==> src/i2c_bc_defs.vh <==
// Constants for the I2C master arbitration and bus-collision block.
// Assumes one 20 MHz clock and a plain register port with 4 address bits.
`ifndef I2C_BC_DEFS_VH
`define I2C_BC_DEFS_VH

// ****************************************
// Register offsets
// ****************************************
`define OFS_XFER_BUF   4'h0
`define OFS_RELOAD     4'h1
`define OFS_CTRL_ONE   4'h2
`define OFS_CTRL_TWO   4'h3
`define OFS_STATUS     4'h4
`define OFS_IRQ_FLAGS  4'h5
`define OFS_IRQ_ENABLE 4'h6

// ****************************************
// Field positions
// ****************************************
`define B1_WRITE_COLLISION_FLAG   7
`define B1_EN     5
`define B2_ACKSTAT 6
`define B2_ACKDT  5
`define B2_ACK_SEQUENCE_REQUEST  4
`define B2_PEN    2
`define B2_RESTART_REQUEST   1
`define B2_SEN    0
`define BS_STOP   4
`define BS_START  3
`define BS_BF     0
`define BI_PORT   0
`define BI_BCOL   1

// ****************************************
// Reset values and fixed levels
// ****************************************
`define RST_BYTE   8'h00
`define RST_RELOAD 8'h13
`define PIN_LOW    1'b0
`define PH_ZERO    3'd0
`define BIT_LAST   4'd8
`define BIT_FIRST  4'd0

`endif

==> src/i2c_master_bus_collision.v <==
// I2C master sequencer with multi-master arbitration and collision checks.
// Assumes sda_in/scl_in already synchronous to ref_clk; pins are open drain.
//
// Our own choices: the strobed register port and the register addresses.
`timescale 1ns/10ps
`include "i2c_bc_defs.vh"

module i2c_master_bus_collision #(
    parameter ADDR_W = 4
) (
    // Clock and reset
    input  wire              ref_clk,
    input  wire              rst_n,
    // Register port
    input  wire [ADDR_W-1:0] reg_addr,
    input  wire [7:0]        reg_wdata,
    input  wire              reg_wr,
    input  wire              reg_rd,
    output reg  [7:0]        reg_rdata,
    // Bus pins, open drain
    input  wire              sda_in,
    output wire              sda_out,
    output wire              sda_oe,
    input  wire              scl_in,
    output wire              scl_out,
    output wire              scl_oe,
    // Sleep and slave events
    input  wire              sleep_mode,
    input  wire              slave_addr_match,
    input  wire              slave_byte_done,
    // Requests to the core
    output wire              irq_request,
    output wire              wake_request
);

    // ****************************************
    // State encoding
    // ****************************************
    localparam [5:0] ST_IDLE = 6'b000001;
    localparam [5:0] ST_STRT = 6'b000010;
    localparam [5:0] ST_RSTR = 6'b000100;
    localparam [5:0] ST_STOP = 6'b001000;
    localparam [5:0] ST_ACK  = 6'b010000;
    localparam [5:0] ST_TX   = 6'b100000;

    // ****************************************
    // Storage
    // ****************************************
    reg [5:0] state;
    reg [2:0] phase;
    reg [7:0] reload_counter;
    reg [7:0] rate_reload_value;
    reg [7:0] transfer_buffer;
    reg [7:0] shift;
    reg [3:0] bit_cnt;
    reg       sda_low;
    reg       scl_low;
    reg       port_enable_bit;
    reg       write_collision_flag;
    reg       buffer_full_flag;
    reg       start_request;
    reg       restart_request;
    reg       stop_request;
    reg       ack_sequence_request;
    reg       ack_data;
    reg       ack_status;
    reg       start_seen;
    reg       stop_seen;
    reg       port_irq_flag;
    reg       bus_collision_flag;
    reg       port_irq_enable;
    reg       bus_collision_irq_enable;
    reg       sda_prev;
    reg       scl_prev;

    wire cnt_zero = (reload_counter == `RST_BYTE);
    wire busy     = (state != ST_IDLE);
    wire wr_buf   = reg_wr && (reg_addr == `OFS_XFER_BUF);
    wire wr_ctl1  = reg_wr && (reg_addr == `OFS_CTRL_ONE);
    wire wr_ctl2  = reg_wr && (reg_addr == `OFS_CTRL_TWO);
    wire wr_flag  = reg_wr && (reg_addr == `OFS_IRQ_FLAGS);
    wire rd_buf   = reg_rd && (reg_addr == `OFS_XFER_BUF);
    wire stop_det  = scl_in && scl_prev && !sda_prev && sda_in;
    wire start_det = scl_in && scl_prev && sda_prev && !sda_in;

    // Collision decode for the running sequence
    reg  collide;
    reg  done;
    always @* begin
        collide = 1'b0;
        case (state)
            ST_STRT: begin
                if (phase == `PH_ZERO)
                    collide = !sda_in || !scl_in;
                else if (phase == 3'd1)
                    collide = sda_in && !scl_in;
                else
                    collide = 1'b0;
            end
            ST_RSTR: begin
                if (phase == 3'd1)
                    collide = scl_in && !sda_in;
                else if (phase == 3'd2)
                    collide = !scl_in && sda_in;
                else
                    collide = 1'b0;
            end
            ST_STOP: begin
                if (phase == 3'd3)
                    collide = !scl_in;
                else if (phase == 3'd4)
                    collide = cnt_zero && !sda_in;
                else
                    collide = 1'b0;
            end
            ST_ACK:
                collide = (phase == 3'd2) && !sda_low && !sda_in && scl_in;
            ST_TX:
                collide = (phase == 3'd2) && !sda_low && !sda_in && scl_in &&
                          (bit_cnt != `BIT_LAST);
            default:
                collide = 1'b0;
        endcase
    end

    // ****************************************
    // Sequencer
    // ****************************************
    always @(posedge ref_clk or negedge rst_n) begin
        if (!rst_n) begin
            state                <= ST_IDLE;
            phase                <= `PH_ZERO;
            reload_counter       <= `RST_BYTE;
            shift                <= `RST_BYTE;
            bit_cnt              <= `BIT_FIRST;
            sda_low              <= 1'b0;
            scl_low              <= 1'b0;
            start_request        <= 1'b0;
            restart_request      <= 1'b0;
            stop_request         <= 1'b0;
            ack_sequence_request <= 1'b0;
            ack_status           <= 1'b0;
            buffer_full_flag     <= 1'b0;
            done                 <= 1'b0;
        end else begin
            done <= 1'b0;
            if (!cnt_zero)
                reload_counter <= reload_counter - 8'h01;
            if (rd_buf)
                buffer_full_flag <= 1'b0;
            if (!port_enable_bit) begin
                state                <= ST_IDLE;
                sda_low              <= 1'b0;
                scl_low              <= 1'b0;
                start_request        <= 1'b0;
                restart_request      <= 1'b0;
                stop_request         <= 1'b0;
                ack_sequence_request <= 1'b0;
            end else if (collide) begin
                state                <= ST_IDLE;
                sda_low              <= 1'b0;
                scl_low              <= 1'b0;
                buffer_full_flag     <= 1'b0;
                bit_cnt              <= `BIT_FIRST;
                start_request        <= 1'b0;
                restart_request      <= 1'b0;
                stop_request         <= 1'b0;
                ack_sequence_request <= 1'b0;
            end else begin
                case (state)
                    ST_IDLE: begin
                        phase <= `PH_ZERO;
                        if (wr_buf) begin
                            // Fresh byte always starts at its first bit
                            shift            <= reg_wdata;
                            bit_cnt          <= `BIT_FIRST;
                            buffer_full_flag <= 1'b1;
                            state            <= ST_TX;
                        end else if (start_request)
                            state <= ST_STRT;
                        else if (restart_request)
                            state <= ST_RSTR;
                        else if (stop_request)
                            state <= ST_STOP;
                        else if (ack_sequence_request)
                            state <= ST_ACK;
                        else
                            state <= ST_IDLE;
                    end
                    ST_STRT: begin
                        case (phase)
                            3'd0: begin
                                reload_counter <= rate_reload_value;
                                phase          <= 3'd1;
                            end
                            3'd1: begin
                                if (!sda_in || cnt_zero) begin
                                    sda_low        <= 1'b1;
                                    reload_counter <= rate_reload_value;
                                    phase          <= 3'd2;
                                end
                            end
                            default: begin
                                if (cnt_zero) begin
                                    scl_low       <= 1'b1;
                                    start_request <= 1'b0;
                                    done          <= 1'b1;
                                    state         <= ST_IDLE;
                                end
                            end
                        endcase
                    end
                    ST_RSTR: begin
                        case (phase)
                            3'd0: begin
                                sda_low        <= 1'b0;
                                reload_counter <= rate_reload_value;
                                phase          <= 3'd4;
                            end
                            3'd4: begin
                                if (cnt_zero) begin
                                    scl_low <= 1'b0;
                                    phase   <= 3'd1;
                                end
                            end
                            3'd1: begin
                                if (scl_in) begin
                                    reload_counter <= rate_reload_value;
                                    phase          <= 3'd2;
                                end
                            end
                            3'd2: begin
                                if (!sda_in || cnt_zero) begin
                                    sda_low        <= 1'b1;
                                    reload_counter <= rate_reload_value;
                                    phase          <= 3'd3;
                                end
                            end
                            default: begin
                                if (cnt_zero) begin
                                    scl_low         <= 1'b1;
                                    restart_request <= 1'b0;
                                    done            <= 1'b1;
                                    state           <= ST_IDLE;
                                end
                            end
                        endcase
                    end
                    ST_STOP: begin
                        case (phase)
                            3'd0: begin
                                sda_low <= 1'b1;
                                if (!sda_in) begin
                                    reload_counter <= rate_reload_value;
                                    phase          <= 3'd1;
                                end
                            end
                            3'd1: begin
                                if (cnt_zero) begin
                                    scl_low <= 1'b0;
                                    phase   <= 3'd2;
                                end
                            end
                            3'd2: begin
                                // Waiting here is clock stretching, not loss
                                if (scl_in) begin
                                    reload_counter <= rate_reload_value;
                                    phase          <= 3'd3;
                                end
                            end
                            3'd3: begin
                                if (cnt_zero) begin
                                    sda_low        <= 1'b0;
                                    reload_counter <= rate_reload_value;
                                    phase          <= 3'd4;
                                end
                            end
                            default: begin
                                if (cnt_zero) begin
                                    stop_request <= 1'b0;
                                    done         <= 1'b1;
                                    state        <= ST_IDLE;
                                end
                            end
                        endcase
                    end
                    ST_ACK, ST_TX: begin
                        case (phase)
                            3'd0: begin
                                scl_low        <= 1'b1;
                                reload_counter <= rate_reload_value;
                                if (state == ST_ACK)
                                    sda_low <= !ack_data;
                                else if (bit_cnt == `BIT_LAST)
                                    sda_low <= 1'b0;
                                else
                                    sda_low <= !shift[7];
                                phase <= 3'd1;
                            end
                            3'd1: begin
                                if (cnt_zero) begin
                                    scl_low <= 1'b0;
                                    phase   <= 3'd3;
                                end
                            end
                            3'd3: begin
                                if (scl_in) begin
                                    reload_counter <= rate_reload_value;
                                    phase          <= 3'd2;
                                end
                            end
                            default: begin
                                if (cnt_zero) begin
                                    scl_low <= 1'b1;
                                    phase   <= `PH_ZERO;
                                    if (state == ST_ACK) begin
                                        ack_sequence_request <= 1'b0;
                                        done                 <= 1'b1;
                                        state                <= ST_IDLE;
                                    end else if (bit_cnt == `BIT_LAST) begin
                                        ack_status       <= sda_in;
                                        sda_low          <= 1'b0;
                                        buffer_full_flag <= 1'b0;
                                        bit_cnt          <= `BIT_FIRST;
                                        done             <= 1'b1;
                                        state            <= ST_IDLE;
                                    end else begin
                                        shift   <= {shift[6:0], 1'b0};
                                        bit_cnt <= bit_cnt + 4'd1;
                                    end
                                end
                            end
                        endcase
                    end
                    default:
                        state <= ST_IDLE;
                endcase
                if (wr_ctl2 && !busy) begin
                    start_request        <= reg_wdata[`B2_SEN];
                    restart_request      <= reg_wdata[`B2_RESTART_REQUEST];
                    stop_request         <= reg_wdata[`B2_PEN];
                    ack_sequence_request <= reg_wdata[`B2_ACK_SEQUENCE_REQUEST];
                end
            end
        end
    end

    // ****************************************
    // Software registers and bus watch
    // ****************************************
    always @(posedge ref_clk or negedge rst_n) begin
        if (!rst_n) begin
            rate_reload_value        <= `RST_RELOAD;
            transfer_buffer          <= `RST_BYTE;
            port_enable_bit          <= 1'b0;
            write_collision_flag     <= 1'b0;
            ack_data                 <= 1'b0;
            start_seen               <= 1'b0;
            stop_seen                <= 1'b0;
            port_irq_flag            <= 1'b0;
            bus_collision_flag       <= 1'b0;
            port_irq_enable          <= 1'b0;
            bus_collision_irq_enable <= 1'b0;
            sda_prev                 <= 1'b1;
            scl_prev                 <= 1'b1;
            reg_rdata                <= `RST_BYTE;
        end else begin
            sda_prev <= sda_in;
            scl_prev <= scl_in;
            if (reg_wr && reg_addr == `OFS_RELOAD)
                rate_reload_value <= reg_wdata;
            if (wr_buf && !busy && port_enable_bit)
                transfer_buffer <= reg_wdata;
            if (wr_ctl2)
                ack_data <= reg_wdata[`B2_ACKDT];
            if (wr_ctl1)
                port_enable_bit <= reg_wdata[`B1_EN];
            // Hardware set wins over a software clear in the same cycle
            write_collision_flag <= (wr_ctl1 ? reg_wdata[`B1_WRITE_COLLISION_FLAG] : write_collision_flag)
                                    | (wr_buf && busy);
            if (reg_wr && reg_addr == `OFS_IRQ_ENABLE) begin
                port_irq_enable          <= reg_wdata[`BI_PORT];
                bus_collision_irq_enable <= reg_wdata[`BI_BCOL];
            end
            bus_collision_flag <= (wr_flag ? reg_wdata[`BI_BCOL] : bus_collision_flag)
                                  | (collide && port_enable_bit);
            port_irq_flag <= (wr_flag ? reg_wdata[`BI_PORT] : port_irq_flag)
                             | done | (stop_det && port_enable_bit);
            if (!port_enable_bit) begin
                start_seen <= 1'b0;
                stop_seen  <= 1'b0;
            end else if (start_det) begin
                start_seen <= 1'b1;
                stop_seen  <= 1'b0;
            end else if (stop_det) begin
                start_seen <= 1'b0;
                stop_seen  <= 1'b1;
            end
            case (reg_addr)
                `OFS_XFER_BUF:   reg_rdata <= transfer_buffer;
                `OFS_RELOAD:     reg_rdata <= rate_reload_value;
                `OFS_CTRL_ONE:   reg_rdata <= {write_collision_flag, 1'b0,
                                               port_enable_bit, 5'd0};
                `OFS_CTRL_TWO:   reg_rdata <= {1'b0, ack_status, ack_data,
                                               ack_sequence_request, 1'b0, stop_request,
                                               restart_request, start_request};
                `OFS_STATUS:     reg_rdata <= {3'd0, stop_seen, start_seen, 2'd0,
                                               buffer_full_flag};
                `OFS_IRQ_FLAGS:  reg_rdata <= {6'd0, bus_collision_flag, port_irq_flag};
                `OFS_IRQ_ENABLE: reg_rdata <= {6'd0, bus_collision_irq_enable,
                                               port_irq_enable};
                default:         reg_rdata <= `RST_BYTE;
            endcase
        end
    end

    // ****************************************
    // Outputs
    // ****************************************
    assign sda_out = `PIN_LOW;
    assign scl_out = `PIN_LOW;
    assign sda_oe  = sda_low;
    assign scl_oe  = scl_low;
    assign irq_request = (port_irq_flag && port_irq_enable) ||
                         (bus_collision_flag && bus_collision_irq_enable);
    // Slave receive logic lives elsewhere; only its wake path is here
    assign wake_request = sleep_mode && port_irq_enable && port_enable_bit &&
                          (slave_addr_match || slave_byte_done);

endmodule // i2c_master_bus_collision

==> config.mk <==
export PLATFORM = sky130hd
export DESIGN_NAME = i2c_master_bus_collision
export DESIGN_NICKNAME = d
export VERILOG_FILES = /design/src/i2c_master_bus_collision.v
export VERILOG_INCLUDE_DIRS = /design/src /design/src/src
export SDC_FILE = /design/constraint.sdc
export NUM_CORES = 1
export LEC_CHECK = 0
export BUFFER_PORTS_ARGS = -buffer_cell sky130_fd_sc_hd__buf_2
export CELL_PAD_IN_SITES_DETAIL_PLACEMENT = 1
export CELL_PAD_IN_SITES_GLOBAL_PLACEMENT = 2
export CORE_ASPECT_RATIO = 0.9
export CORE_MARGIN = 2
export CORE_UTILIZATION = 30
export DETAILED_ROUTE_END_ITERATION = 16
export GPL_ROUTABILITY_DRIVEN = 0
export PLACE_DENSITY_LB_ADDON = 0.1
export SLEW_MARGIN = 20
export SYNTH_ARGS = -nofsm -noshare
export SYNTH_HDL_FRONTEND = slang
export SYNTH_SLANG_ARGS = --single-unit
==> constraint.sdc <==
create_clock -name ref_clk -period 2.85 [get_ports ref_clk]
set_input_delay 0.57 -clock ref_clk [delete_from_list [all_inputs] [get_ports ref_clk]]
set_output_delay 0.57 -clock ref_clk [all_outputs]
set_load 0.02 [all_outputs]
==> out/results.ini <==
[setup_path]
cp_max_fo=13
crit_arrival_ns=3.06
cp-start-kind=flop
cp-end-kind=flop
path_class=flop to flop
required_ns=3.11

[cts]
clk-insertion-delay-late_ns=0.35
h-tree-depth=3
cts-root-buf=clkbuf_16
clock_path_buffers=2
cts_sinks=73
cts_tree=yes
clk_pin_slew_worst_paths_ns=0.07
cts_buffers=9
hold_buffers=0

[grt]
grt_overflow=0
grt_max_degree=41
antenna_found_initial=0
grt_pass1_vias=6649
grt_first_pass_wirelength_um=40500
grt_usage_pct=26.7

[finish]
final_cell_mix=85 x buf_4, 67 x dfrtp_1, 62 x nor2_1
design_area_um2=6970
nets=798
synthToLayoutAreaGrowth_pct=22.0
fillers=2253
stdcell_count=1024
fin_util_pct=37.6
antenna_cells=0
mostFrequentLayoutCell=buf_4
drive_gt1_share_pct=25.2

[floorplanning]
rows=47
die_area_um2=20200
fp.dieH_um=135
die_w_um=149
core_area_um2=18500
initial_utilization_pct=30.8
ios=35

[timing]
post-route-min-period_ns=2.80
rsz0062_at_grt=yes
worst_pin_slew_ns=0.622
fmax_mhz=357
fin_ws_ns=0.0503
hold_viol_final=0
fin_crit_sh_pct=98.2
max-slew-margin-rel_pct=58.5
slew_violations=0
finalSetupViolations=0
skew_ns=0.0102

[power_and_ir_drop]
total_leakage_power_uw=0.00285
pwr_density_cell_nw_per_um2=624
power_uw=4350
vdd_drop_max_v=0.000484

[status]
outcome=completed

[drt]
drt_iter0_drc=611
routed_wl_um=26300
drc=0
drt-pass1-iter-count=5
avgRoutedWirePerCell_um=25.6
ant_nets=0
via_count=6329
vias_per_cell=6.18

[run]
cap_viol_max_count=0

[hold_path]
hold_path.class=primary input to async pin

[logic_synthesis]
synth.distinct_cells=86
synthXorXnorAreaFrac_pct=0.920
synthMuxAreaShare_pct=7.71
synth_ff_type=dfrtp_1
ys_async_sr_fraction_pct=100
yosys.area_share.simple_pct=22.7
synth_top_family_by_area=compound AO/OA/AOI/OAI gates
ys_ff_latch=73
synth-edff-count=0
postSynthAreaPerCell_um2=8.22
ys_seq_area_share_pct=32.1
synth-adder-area-share_pct=0.657
ys_warn_count=0
syn-cell-area_um2=5710
synth_compound_area_share_pct=30.0
synthCells=695

[placement]
dp.cells=1006
dpl_worst_slack_ns=0.0522
place.port_buffers=32
dp_hpwl_um=20100
place_area_um2=6610

-- power by group --
group	switching, uW	internal, uW	total [uW]
registers	212	1250	1460
clock network	556	607	1160
logic	1010	711	1720
total	1780	2570	4350
-- routing by layer --
layer / global-route usage (%) / share of wire (%) / routed length [um]
met1: 38.8 / 47 / 12400
met2: 41.9 / 45 / 11700
met3: 3.95 / 6.1 / 1590
met4: 5.93 / 2.0 / 514
met5: 0 / 0 / 0
-- cells in the mapped netlist, types with 17 or more instances --
| library cell | n | share of area [%] |
|---|---|---|
| clkbuf_1 | 23 | 1.5 |
| o21ai_0 | 53 | 4.6 |
| mux2i_1 | 17 | 3.0 |
| inv_1 | 17 | 1.1 |
| nor3_1 | 20 | 1.8 |
| buf_2 | 21 | 1.8 |
| nand2_1 | 62 | 4.1 |
| a21oi_1 | 50 | 4.4 |
| dfrtp_1 | 67 | 29 |
| a31oi_1 | 17 | 1.9 |
| nand3_1 | 21 | 1.8 |
| nor2_1 | 62 | 4.1 |
| mux2_2 | 20 | 3.9 |
-- repair_timing --
| item | CTS | global route |
|---|---|---|
| setup endpoints to repair | 0 | 10 |
| hold endpoints to repair | 0 | 0 |
| buffers inserted | 0 | 2 |
| gates resized for setup | 0 | 12 |
-- worst paths after layout --
path | from | endpoint | slack (ns) | cells past startpoint
min in group ref_clk | reg_wdata[6] | transfer_buffer[6] | 0.48 | 2
worst max-delay path | reload_counter[0] | reload_counter[0] | 0.05 | 11
worst min-delay path | rst_n | reload_counter[7] | 0.22 | 1
max in group asynchronous | rst_n | rate_reload_value[1] | 1.93 | 2
worst max register to register | reload_counter[0] | reload_counter[0] | 0.05 | 11
worst min register to register | done | port_irq_flag | 0.48 | 2
-- stage by stage --
step	hold slack (ns)	TNS, ns
6_report	0.221	0
5_1_grt	0.262	-0.0160
4_1_cts	0.251	0
3_5_place_dp	0.449	0
3_3_place_gp	0.443	0
2_1_floorplan	0.274	0
-- registers in the layout, indices dropped and copies added (netlist names), 3 cells and up --
| signal | flops |
|---|---|
| shift | 8 |
| bit_cnt | 4 |
| reg_rdata | 8 |
| reload_counter | 8 |
| phase | 3 |
| transfer_buffer | 8 |
| rate_reload_value | 8 |
| state | 6 |
-- cells by family (layout without fill, tap and decap cells) --
group,after synthesis,count (layout)
AOI/OAI and AO/OA,250,250
xor gates and xnor gates,6,6
adders and majority gates,3,3
buffers and inverters,73,156
DFF,73,73
muxes,39,39
other,1,2
and+or+nand+nor,250,250
-- cell type report --
type | instances | area [um^2] | area share [%]
multi-input combinational | 550 | 3590 | 51.5
sequential | 73 | 1830 | 26.3
timing repair buffer | 121 | 876 | 12.6
tap | 245 | 307 | 4.40
clock buffer | 9 | 225 | 3.23
inverter | 19 | 75.1 | 1.08
clock inverter | 7 | 60.1 | 0.862
-- worst max-delay path, cell delays in order, from the launching register on --
cell	delay (ns)
dfrtp_1	0.39
inv_1	0.13
ha_1	0.18
or4b_1	0.47
buf_4	0.23
nor2_4	0.20
buf_6	0.18
o221ai_1	0.14
a221oi_2	0.34
a2111oi_2	0.10
a21o_1	0.18
a32oi_1	0.17
Note: power is estimated with default switching activity, not from simulation.
